File: src/verilog/vsd_regs.svh
// Purpose: Offsets, field positions, reset values and sizes of the video stream debug block.
// Assumes: Byte addresses on a 32-bit AXI4-Lite port.
// Notes:   Included by bare name.
`ifndef VSD_REGS_SVH
`define VSD_REGS_SVH
`define VSD_ADDR_W          8
`define VSD_OFF_CONTROL     8'h00
`define VSD_OFF_FRAME_CNT   8'h14
`define VSD_OFF_LINE_CNT    8'h18
`define VSD_OFF_PIXEL_CNT   8'h1c
`define VSD_CTRL_BYPASS_BIT 4
`define VSD_CTRL_TPG_BIT    5
`define VSD_CTRL_SWRST_BIT  30
`define VSD_CTRL_RESET      32'h0000_0000
`define VSD_BAR_LINES       12'h100
`define VSD_BAR_WIDTH_LOG2  6
`define VSD_RESP_OKAY       2'b00
`define VSD_RESP_SLVERR     2'b10
`endif

File: src/verilog/vsd_pkg.sv
// Purpose: Types shared by the video stream debug block.
// Assumes: 24-bit pixels, three 8-bit components.
// Notes:   Stream beats travel as one packed struct.
`default_nettype none
package vsd_pkg;
  typedef struct packed {
    logic [23:0] data;
    logic        frame_start;
    logic        line_end_marker;
  } vsd_beat_t;
  typedef enum logic [1:0] {VSD_SRC_PROC, VSD_SRC_BYPASS, VSD_SRC_TPG} vsd_src_t;
endpackage
`default_nettype wire

File: src/verilog/vsd_debug.sv
// Function
// - Debug features are a build option, needing the register port; off removes the logic.
// - Bypass and pattern bits act only when debug is built in.
// - Control bit 4 selects pass-through when 1, normal processing when 0.
// - Pass-through copies each input sample to the output unchanged.
// - Control bit 5 enables the pattern generator when 1.
// - With the generator enabled, its pattern replaces the processed output.
// - First 256 lines of a frame are colour bars, each 64 pixels wide.
// - Bar order black, red, green, yellow, blue, magenta, cyan, white, repeating.
// - Remaining lines hold a monochrome ramp along x and y.
// - Frame counter readable at 0x14, counts frames since reset.
// - Line counter readable at 0x18, counts lines since reset.
// - Pixel counter readable at 0x1c, counts pixels since reset.
// - Last marks the final pixel of each line, input and output.
// - User bit 0 marks the first pixel of each frame.
// - Software reset restores registers, clears state, holds output valid and input ready low.
//
// Purpose: Debug path of a video core: bypass, test pattern, throughput monitors.
// Assumes: One clock; stream ports in the same domain; processing result arrives on proc_*.
//          Generator frame size is held steady while the pattern runs; change it under reset.
//          Width and height are at least one pixel each.
// Notes:   AXI4-Lite slave answers reads and writes in one cycle after both channels present.
//          Control word at 0x00: bit 4 pass-through, bit 5 test pattern, bit 30 software reset.
//          The pattern bit wins over the pass-through bit when both are set.
//          Software reset stands until bit 30 is written back to 0.
//          While it stands, the other control bits fall back to their reset value.
//          Writes to the counter offsets are answered OKAY and change nothing.
//          Unmapped offsets answer SLVERR, and reads of them return zero.
//          Every stream path is combinational, so no beat is ever held inside the block.
`default_nettype none
`include "vsd_regs.svh"
module vsd_debug
  import vsd_pkg::*;
#(
  parameter bit INCLUDE_DEBUG = 1'b1
)
(
  // Clock and reset.
  input  wire logic        mclk,
  input  wire logic        rst_n,
  // Frame geometry for the generator.
  input  wire logic [11:0] active_width,
  input  wire logic [11:0] active_height,
  // Input stream slave.
  input  wire logic [23:0] s_axis_video_tdata,
  input  wire logic        s_axis_video_tvalid,
  input  wire logic        s_axis_video_tlast,
  input  wire logic        input_frame_start_flag,
  output logic             s_axis_video_tready,
  // Processing function side.
  input  wire logic [23:0] proc_tdata,
  input  wire logic        proc_tvalid,
  input  wire logic        proc_tlast,
  input  wire logic        proc_tuser,
  output logic             proc_tready,
  input  wire logic        proc_in_ready,
  output logic             proc_in_valid,
  // Output stream master.
  output logic [23:0]      m_axis_video_tdata,
  output logic             m_axis_video_tvalid,
  output logic             m_axis_video_tlast,
  output logic             m_axis_video_tuser,
  input  wire logic        m_axis_video_tready,
  // Software reset seen by the processing function.
  output logic             soft_reset,
  // AXI4-Lite write.
  input  wire logic [7:0]  s_axi_awaddr,
  input  wire logic        s_axi_awvalid,
  output logic             s_axi_awready,
  input  wire logic [31:0] s_axi_wdata,
  input  wire logic [3:0]  s_axi_wstrb,
  input  wire logic        s_axi_wvalid,
  output logic             s_axi_wready,
  output logic [1:0]       s_axi_bresp,
  output logic             s_axi_bvalid,
  input  wire logic        s_axi_bready,
  // AXI4-Lite read.
  input  wire logic [7:0]  s_axi_araddr,
  input  wire logic        s_axi_arvalid,
  output logic             s_axi_arready,
  output logic [31:0]      s_axi_rdata,
  output logic [1:0]       s_axi_rresp,
  output logic             s_axi_rvalid,
  input  wire logic        s_axi_rready
);
  // The register-port state is one struct: the control word and both pending responses.
  // Each response stands until its ready is seen, so a second request of the same kind
  // is held off by the bvalid and rvalid terms of the take conditions below.
  typedef struct packed {
    logic [31:0] control;
    logic        bvalid;
    logic [1:0]  bresp;
    logic        rvalid;
    logic [1:0]  rresp;
    logic [31:0] rdata;
  } vsd_state_t;
  vsd_state_t st_reg;
  vsd_state_t st_next;

  // Source selection, the chosen beat and the accepted-transfer strobe feed both the
  // stream outputs and the throughput counters, so the counters see exactly what leaves.
  // The counter values are only read through the register port.
  vsd_src_t   src;
  vsd_beat_t  tpg_beat;
  vsd_beat_t  out_beat;
  logic       out_valid;
  logic       xfer;
  logic       wr_go;
  logic       rd_go;
  logic [31:0] frame_throughput_count;
  logic [31:0] line_throughput_count;
  logic [31:0] pixel_throughput_count;

  // Software reset bit in the control register.
  // It is a plain register bit, so it takes effect on the cycle after the write.
  // The processing function sees it too, so both sides flush at the same time.
  assign soft_reset = st_reg.control[`VSD_CTRL_SWRST_BIT];

  // Source choice; without the debug build the processed path is fixed.
  // Priority is pattern, then pass-through, then processing.
  // A downstream core can thus be brought up before anything upstream works.
  // The choice follows the control word at once; switching mid-line tears that line.
  always_comb
  begin
    if (!INCLUDE_DEBUG)
      src = VSD_SRC_PROC;
    else if (st_reg.control[`VSD_CTRL_TPG_BIT])
      src = VSD_SRC_TPG;
    else if (st_reg.control[`VSD_CTRL_BYPASS_BIT])
      src = VSD_SRC_BYPASS;
    else
      src = VSD_SRC_PROC;
  end

  // Output multiplexers in the stream path; bypass and processing flags pass through untouched, the pattern makes its own.
  // The pattern source always offers a beat; its position moves only on an accepted transfer.
  // The defaults keep the multiplexer free of latches for the unused source code.
  // Pass-through keeps the input flags, so line and frame marks stay where upstream put them.
  always_comb
  begin
    out_beat  = '0;
    out_valid = 1'b0;
    unique case (src)
      VSD_SRC_BYPASS:
      begin
        out_beat  = '{s_axis_video_tdata, input_frame_start_flag, s_axis_video_tlast};
        out_valid = s_axis_video_tvalid;
      end
      VSD_SRC_TPG:
      begin
        out_beat  = tpg_beat;
        out_valid = 1'b1;
      end
      VSD_SRC_PROC:
      begin
        out_beat  = '{proc_tdata, proc_tuser, proc_tlast};
        out_valid = proc_tvalid;
      end
    endcase
  end

  // Handshakes; software reset holds output valid and input ready low.
  // Input ready follows whoever consumes the input: the output port in pass-through,
  // the processing function in normal mode.
  // In pattern mode the input is drained and dropped, so the upstream core never stalls.
  // All of these are combinational, which keeps pass-through free of added latency.
  // Downstream must therefore not make its ready depend on our valid in a loop.
  assign m_axis_video_tvalid = out_valid && !soft_reset;
  assign m_axis_video_tdata  = out_beat.data;
  assign m_axis_video_tlast  = out_beat.line_end_marker;
  assign m_axis_video_tuser  = out_beat.frame_start;
  assign xfer                = m_axis_video_tvalid && m_axis_video_tready;
  assign s_axis_video_tready = soft_reset ? 1'b0 :
                               (src == VSD_SRC_BYPASS) ? m_axis_video_tready :
                               (src == VSD_SRC_TPG) ? 1'b1 : proc_in_ready;
  assign proc_in_valid       = s_axis_video_tvalid && !soft_reset && (src == VSD_SRC_PROC);
  assign proc_tready         = (src == VSD_SRC_PROC) && m_axis_video_tready && !soft_reset;

  // Debug logic exists only when built in.
  // The counters watch the beat after the output multiplexer, so they count in every mode.
  // The generator is held cleared whenever it is not the chosen source,
  // so each time the pattern is switched on it starts at the top of a frame.
  // Without the debug build the counters read as zero and no generator exists.
  // The counters wrap silently after 2**32 events; software must read them often enough.
  generate
    if (INCLUDE_DEBUG)
    begin : g_dbg
      vsd_tpg u_tpg (
        .mclk    (mclk),
        .rst_n   (rst_n),
        .clear   (soft_reset || src != VSD_SRC_TPG),
        .width   (active_width),
        .height  (active_height),
        .advance (xfer),
        .beat    (tpg_beat)
      );
      vsd_counter u_frame (
        .mclk  (mclk),
        .rst_n (rst_n),
        .clear (soft_reset),
        .inc   (xfer && out_beat.frame_start),
        .count (frame_throughput_count)
      );
      vsd_counter u_line (
        .mclk  (mclk),
        .rst_n (rst_n),
        .clear (soft_reset),
        .inc   (xfer && out_beat.line_end_marker),
        .count (line_throughput_count)
      );
      vsd_counter u_pixel (
        .mclk  (mclk),
        .rst_n (rst_n),
        .clear (soft_reset),
        .inc   (xfer),
        .count (pixel_throughput_count)
      );
    end
    else
    begin : g_nodbg
      assign tpg_beat               = '0;
      assign frame_throughput_count = 32'h0000_0000;
      assign line_throughput_count  = 32'h0000_0000;
      assign pixel_throughput_count = 32'h0000_0000;
    end
  endgenerate

  // Register port: take a write when address and data are both present and no response waits.
  // Ready is combinational on valid, so a request is taken on the first edge it is presented.
  // A lone address or lone data beat waits until its partner arrives.
  // Reads and writes are independent and may be taken on the same edge.
  // No request is refused; an unmapped offset only changes the response code.
  assign wr_go         = s_axi_awvalid && s_axi_wvalid && !st_reg.bvalid;
  assign rd_go         = s_axi_arvalid && !st_reg.rvalid;
  assign s_axi_awready = wr_go;
  assign s_axi_wready  = wr_go;
  assign s_axi_arready = rd_go;
  assign s_axi_bvalid  = st_reg.bvalid;
  assign s_axi_bresp   = st_reg.bresp;
  assign s_axi_rvalid  = st_reg.rvalid;
  assign s_axi_rresp   = st_reg.rresp;
  assign s_axi_rdata   = st_reg.rdata;

  // Register file and responses.
  // A write on a cycle of standing software reset wins, so software can clear bit 30.
  // Only the control word takes byte strobes; the counters are read-only.
  // Read data is captured on the taking edge and stands unchanged until accepted.
  // A counter read therefore shows the value before the beat of that same cycle.
  // Clearing a response and taking a new one cannot meet, as a take needs no standing response.
  // Unmapped reads return zero so no stale data leaks out with the error code.
  always_comb
  begin
    st_next = st_reg;
    if (st_reg.bvalid && s_axi_bready)
      st_next.bvalid = 1'b0;
    if (st_reg.rvalid && s_axi_rready)
      st_next.rvalid = 1'b0;
    if (wr_go)
    begin
      st_next.bvalid = 1'b1;
      st_next.bresp  = `VSD_RESP_OKAY;
      if (s_axi_awaddr == `VSD_OFF_CONTROL)
      begin
        for (int i = 0; i < 4; i++)
          if (s_axi_wstrb[i])
            st_next.control[8*i +: 8] = s_axi_wdata[8*i +: 8];
      end
      else if (s_axi_awaddr != `VSD_OFF_FRAME_CNT && s_axi_awaddr != `VSD_OFF_LINE_CNT &&
               s_axi_awaddr != `VSD_OFF_PIXEL_CNT)
        st_next.bresp = `VSD_RESP_SLVERR;
    end
    else if (soft_reset)
      st_next.control = `VSD_CTRL_RESET | (32'h0000_0001 << `VSD_CTRL_SWRST_BIT);
    if (rd_go)
    begin
      st_next.rvalid = 1'b1;
      st_next.rresp  = `VSD_RESP_OKAY;
      unique case (s_axi_araddr)
        `VSD_OFF_CONTROL:   st_next.rdata = st_reg.control;
        `VSD_OFF_FRAME_CNT: st_next.rdata = frame_throughput_count;
        `VSD_OFF_LINE_CNT:  st_next.rdata = line_throughput_count;
        `VSD_OFF_PIXEL_CNT: st_next.rdata = pixel_throughput_count;
        default:
        begin
          st_next.rdata = 32'h0000_0000;
          st_next.rresp = `VSD_RESP_SLVERR;
        end
      endcase
    end
  end

  // State register.
  // Hardware reset clears everything, including any standing response.
  // The reset branch loads constants only.
  always_ff @(posedge mclk or negedge rst_n)
  begin
    if (!rst_n)
      st_reg <= '{control: `VSD_CTRL_RESET, default: '0};
    else
      st_reg <= st_next;
  end
endmodule
`default_nettype wire

File: src/verilog/vsd_counter.sv
// Purpose: One 32-bit throughput counter.
// Assumes: Single clock, counts on a one-cycle pulse.
// Notes:   Cleared by hardware or software reset.
`default_nettype none
module vsd_counter
  import vsd_pkg::*;
(
  // Clock and reset.
  input  wire logic        mclk,
  input  wire logic        rst_n,
  input  wire logic        clear,
  // Count pulse and value.
  input  wire logic        inc,
  output logic [31:0]      count
);
  typedef struct packed {
    logic [31:0] cnt;
  } vsd_cnt_state_t;
  vsd_cnt_state_t st_reg;
  vsd_cnt_state_t st_next;

  // Next count.
  always_comb
  begin
    st_next = st_reg;
    if (clear)
      st_next.cnt = 32'h0000_0000;
    else if (inc)
      st_next.cnt = st_reg.cnt + 32'h0000_0001;
  end

  // State register.
  always_ff @(posedge mclk or negedge rst_n)
  begin
    if (!rst_n)
      st_reg <= '0;
    else
      st_reg <= st_next;
  end

  assign count = st_reg.cnt;
endmodule
`default_nettype wire

File: src/verilog/vsd_tpg.sv
// Purpose: Colour-bar and ramp test-pattern generator.
// Assumes: Active size given as width and height in pixels.
// Notes:   Advances only on accepted beats.
`default_nettype none
`include "vsd_regs.svh"
module vsd_tpg
  import vsd_pkg::*;
(
  // Clock and reset.
  input  wire logic        mclk,
  input  wire logic        rst_n,
  input  wire logic        clear,
  // Frame geometry.
  input  wire logic [11:0] width,
  input  wire logic [11:0] height,
  // Output handshake.
  input  wire logic        advance,
  output vsd_beat_t        beat
);
  typedef struct packed {
    logic [11:0] x;
    logic [11:0] y;
  } vsd_tpg_state_t;
  vsd_tpg_state_t st_reg;
  vsd_tpg_state_t st_next;
  logic [2:0] bar;
  logic [7:0] ramp;

  // Position counters step per accepted pixel and wrap at line and frame ends.
  always_comb
  begin
    st_next = st_reg;
    if (clear)
      st_next = '0;
    else if (advance)
    begin
      if (st_reg.x >= width - 12'h001)
      begin
        st_next.x = 12'h000;
        st_next.y = (st_reg.y >= height - 12'h001) ? 12'h000 : st_reg.y + 12'h001;
      end
      else
        st_next.x = st_reg.x + 12'h001;
    end
  end

  // State register.
  always_ff @(posedge mclk or negedge rst_n)
  begin
    if (!rst_n)
      st_reg <= '0;
    else
      st_reg <= st_next;
  end

  // Bar index from x: black, red, green, yellow, blue, magenta, cyan, white, repeating.
  assign bar  = st_reg.x[`VSD_BAR_WIDTH_LOG2 +: 3];
  assign ramp = st_reg.x[7:0] + st_reg.y[7:0];

  // Pixel value and flags; components are {red, green, blue}.
  always_comb
  begin
    if (st_reg.y < `VSD_BAR_LINES)
      beat.data = {{8{bar[0]}}, {8{bar[1]}}, {8{bar[2]}}};
    else
      beat.data = {ramp, ramp, ramp};
    beat.frame_start     = (st_reg.x == 12'h000) && (st_reg.y == 12'h000);
    beat.line_end_marker = (st_reg.x >= width - 12'h001);
  end
endmodule
`default_nettype wire

File: config.mk
export PLATFORM = sky130hd
export DESIGN_NAME = vsd_debug
export DESIGN_NICKNAME = d
export VERILOG_FILES = /design/src/verilog/vsd_pkg.sv /design/src/verilog/vsd_debug.sv /design/src/verilog/vsd_counter.sv /design/src/verilog/vsd_tpg.sv
export VERILOG_INCLUDE_DIRS = /design/src /design/src/verilog
export SDC_FILE = /design/constraint.sdc
export NUM_CORES = 1
export LEC_CHECK = 0
export BUFFER_PORTS_ARGS = -buffer_cell sky130_fd_sc_hd__buf_2
export CAP_MARGIN = 20
export CORE_UTILIZATION = 60
export CTS_BUF_LIST = sky130_fd_sc_hd__clkbuf_4
export DETAILED_ROUTE_END_ITERATION = 6
export GPL_ROUTABILITY_DRIVEN = 0
export PLACE_DENSITY = 0.85
export SLEW_MARGIN = 5
export SYNTH_ARGS = -nofsm -noshare
export SYNTH_HDL_FRONTEND = slang
export SYNTH_SLANG_ARGS = --single-unit
File: constraint.sdc
create_clock -name mclk -period 13.1 [get_ports mclk]
set_input_delay 2.62 -clock mclk [delete_from_list [all_inputs] [get_ports mclk]]
set_output_delay 2.62 -clock mclk [all_outputs]
set_load 0.05 [all_outputs]
==> results.json <==
{
  "pin_count": 211,
  "die_area_sq_um": 20000,
  "antenna_found_initial": 1,
  "irDropWorstVdd_v": 0.0000804,
  "num-fill-cells": 1528,
  "powerDensity_nw_per_um2": 110,
  "finalMaxSlewViolations": 0,
  "cts_tree": "yes",
  "finalCritPeriodShare": 0.636,
  "cts_sinks": 188,
  "die_h_microns": 142,
  "power_uw": 1420,
  "ys_seq_area_frac": 0.403,
  "coreArea_sq_um": 18900,
  "cp_slowest_cell": "buf_4",
  "numCtsBuffers": 17,
  "hold_buffers": 0,
  "grt_setup_unrepaired": "no",
  "syn_avg_cell_area_sq_um": 8.89,
  "drc_errors": 0,
  "crit_path_cell_trace": "buf_2 > nor4_1 > nand2_1 > nor4_1 > xnor2_1 > ha_1 > nand4_1 > nor2_1 > a211o_1 > a211oi_4 > buf_4 > nor2_1 > buf_2",
  "area_delta_synth_final_pct": 11.0,
  "cts_resized": 0,
  "maxCapViolCount": 0,
  "fp.dieW_microns": 142,
  "hold_viol": 0,
  "multiInputGateArea_sq_um": 6250,
  "worst-path-max-fanout": 63,
  "drive_gt1_frac": 0.187,
  "ys_top_cells_by_count": "dfrtp_1, nand2_1, nor2_1, nand3_1, a21oi_1",
  "outcome": "finished clean",
  "yosys.area.top_type": "dfrtp_1",
  "via_per_inst": 6.22,
  "holdCritPathClass": "reg -> reg",
  "h-tree-depth": 4,
  "grt_remaining_overflow": 0,
  "post_cts_buffers": 0,
  "ys_seq_elements": 188,
  "synth_top_area_frac": 0.403,
  "worstMarginPinSlew_ps": 1090,
  "nets": 1624,
  "routed_wirelength_microns": 30100,
  "synthCells": 1314,
  "clock.fmax_ghz": 0.120,
  "setup_violations": 0,
  "async_flop_share": 1.00,
  "grt_usage": 0.309,
  "critPathRequiredTime_ps": 10480,
  "synth.most_common_cell": "dfrtp_1",
  "wl_per_cell_microns": 17.5,
  "netlist_area_sq_um": 11700,
  "synthTopCellsByArea": "dfrtp_1, ha_1, nand2_1",
  "clock_latency_ps": 610,
  "grt_pass1_wl_microns": 49000,
  "io_buffer_count": 208,
  "leakage_uw": 0.00638,
  "synthFlopType": "dfrtp_1",
  "min_period_ps": 8340,
  "core.rowCount": 50,
  "path_class": "in -> out",
  "vias": 10700,
  "start_util": 0.618,
  "drtAntennaViolNets": 0,
  "yosysUniqueCellTypes": 63,
  "path_clk_slew_ps": 160,
  "cp_slowest_stage_delay_ps": 510,
  "slew_headroom": 0.276,
  "drt_iter0_drc": 1280,
  "synth_edf_count": 0,
  "worstPathArrival_ps": 5720,
  "regArea_sq_um": 4710,
  "grt_max_degree": 109,
  "start_kind": "input pin",
  "finalSetupTns_ps": 0,
  "setup.worst_path.end_class": "output port",
  "dp_hpwl_microns": 21800,
  "cts_root_buf": "clkbuf_4",
  "clockBufferDepth": 2,
  "first_pass_iters": 6,
  "grt_pass1_vias": 9712,
  "fin_skew_ps": 22.1,
  "synth-warning-count": 0
}
-- metrics by stage --
step	utilization	hold slack [ps]	cell area [sq um]	cells	setup WS (ps)
final	0.686	488	13000	1718	4760
after global routing	0.686	505	13000	1718	4480
after CTS	0.682	494	12900	1714	4780
after detailed placement	0.667	460	12600	1682	4790
after global placement	0.667	453	12600	1682	4950
after floorplan	-	449	11700	1315	4970
-- cells by family (layout without fill, tap and decap cells) --
group | count (synthesis) | count (layout) | share of synthesized area
compound gates | 317 | 317 | 0.179
xor+xnor | 70 | 70 | 0.0537
fa+ha+maj | 41 | 41 | 0.0446
buf+inv | 161 | 303 | 0.0640
flops | 188 | 188 | 0.403
mux | 41 | 41 | 0.0359
other cells | 1 | 3 | 0.000321
simple gates | 495 | 495 | 0.219
-- power by group --
group / total (uW) / internal (uW) / switching [uW]
clock network: 333 / 120 / 213
registers: 699 / 631 / 67.3
logic: 389 / 128 / 260
-- final timing paths --
path	cells past startpoint	slack (ps)	from	end
hold / removal	1	490	s_axi_rdata[19]	s_axi_rdata[19]
max in group asynchronous	3	9830	rst_n	g_dbg.u_line.count[25]
hold reg to reg	1	490	s_axi_rdata[19]	s_axi_rdata[19]
min in group asynchronous	1	2080	rst_n	g_dbg.u_tpg.st_reg[13]
setup reg to reg	7	10040	g_dbg.u_tpg.st_reg[10]	g_dbg.u_frame.count[28]
setup / recovery	13	4760	active_width[5]	m_axis_video_tlast
-- per-layer routing --
metal  vias to the layer above  GRT usage  wire (microns)
li1                       5042          -               -
met4                         0     0.0707             403
met3                        39     0.0564            2770
met5                         -          0               0
met2                       477      0.454           13300
met1                      5135      0.474           13600
-- critical path, delay by kind of cell --
kind	cells	cell delay (ps)
AO/OA/AOI/OAI	2	570
XOR/XNOR	1	180
adder cells (fa/ha/maj)	1	260
buffers and inverters	3	870
AND/OR/NAND/NOR	6	1170
-- placed cells by master, fill, tap and decap left out, types with 5 or more instances in the layout --
| master | instances |
|---|---|
| nand2b_1 | 6 |
| nand3_1 | 85 |
| o41ai_1 | 6 |
| nand4_1 | 17 |
| a222oi_1 | 32 |
| o21ai_0 | 69 |
| inv_6 | 6 |
| o21a_1 | 7 |
| and4_1 | 9 |
| mux2i_1 | 34 |
| o22ai_1 | 19 |
| and3_1 | 24 |
| nor2_1 | 92 |
| or3_1 | 14 |
| a211oi_1 | 7 |
| ha_1 | 40 |
| a21oi_1 | 81 |
| nor4_1 | 22 |
| buf_4 | 13 |
| a21o_1 | 41 |
| nand3b_1 | 7 |
| dfrtp_1 | 187 |
| clkbuf_4 | 18 |
| inv_1 | 46 |
| or4_1 | 29 |
| nor3_1 | 20 |
| mux2_2 | 7 |
| nor4b_1 | 8 |
| buf_2 | 207 |
| xnor2_1 | 46 |
| and2_1 | 5 |
| o31ai_1 | 23 |
| xor2_1 | 23 |
| a22o_1 | 8 |
| nand2_1 | 128 |
| o311ai_0 | 5 |
| nor2b_1 | 14 |
-- area by class of cell --
cell class,count,area share
repair buffers,224,0.0937
clock buffers,18,0.0104
well taps,260,0.0251
inverters,47,0.0136
multi-input cells,966,0.482
flip-flops and latches,188,0.363
clock inverters,14,0.0123
diodes,1,0.000193
No activity file was read; power rests on OpenSTA's default activity.
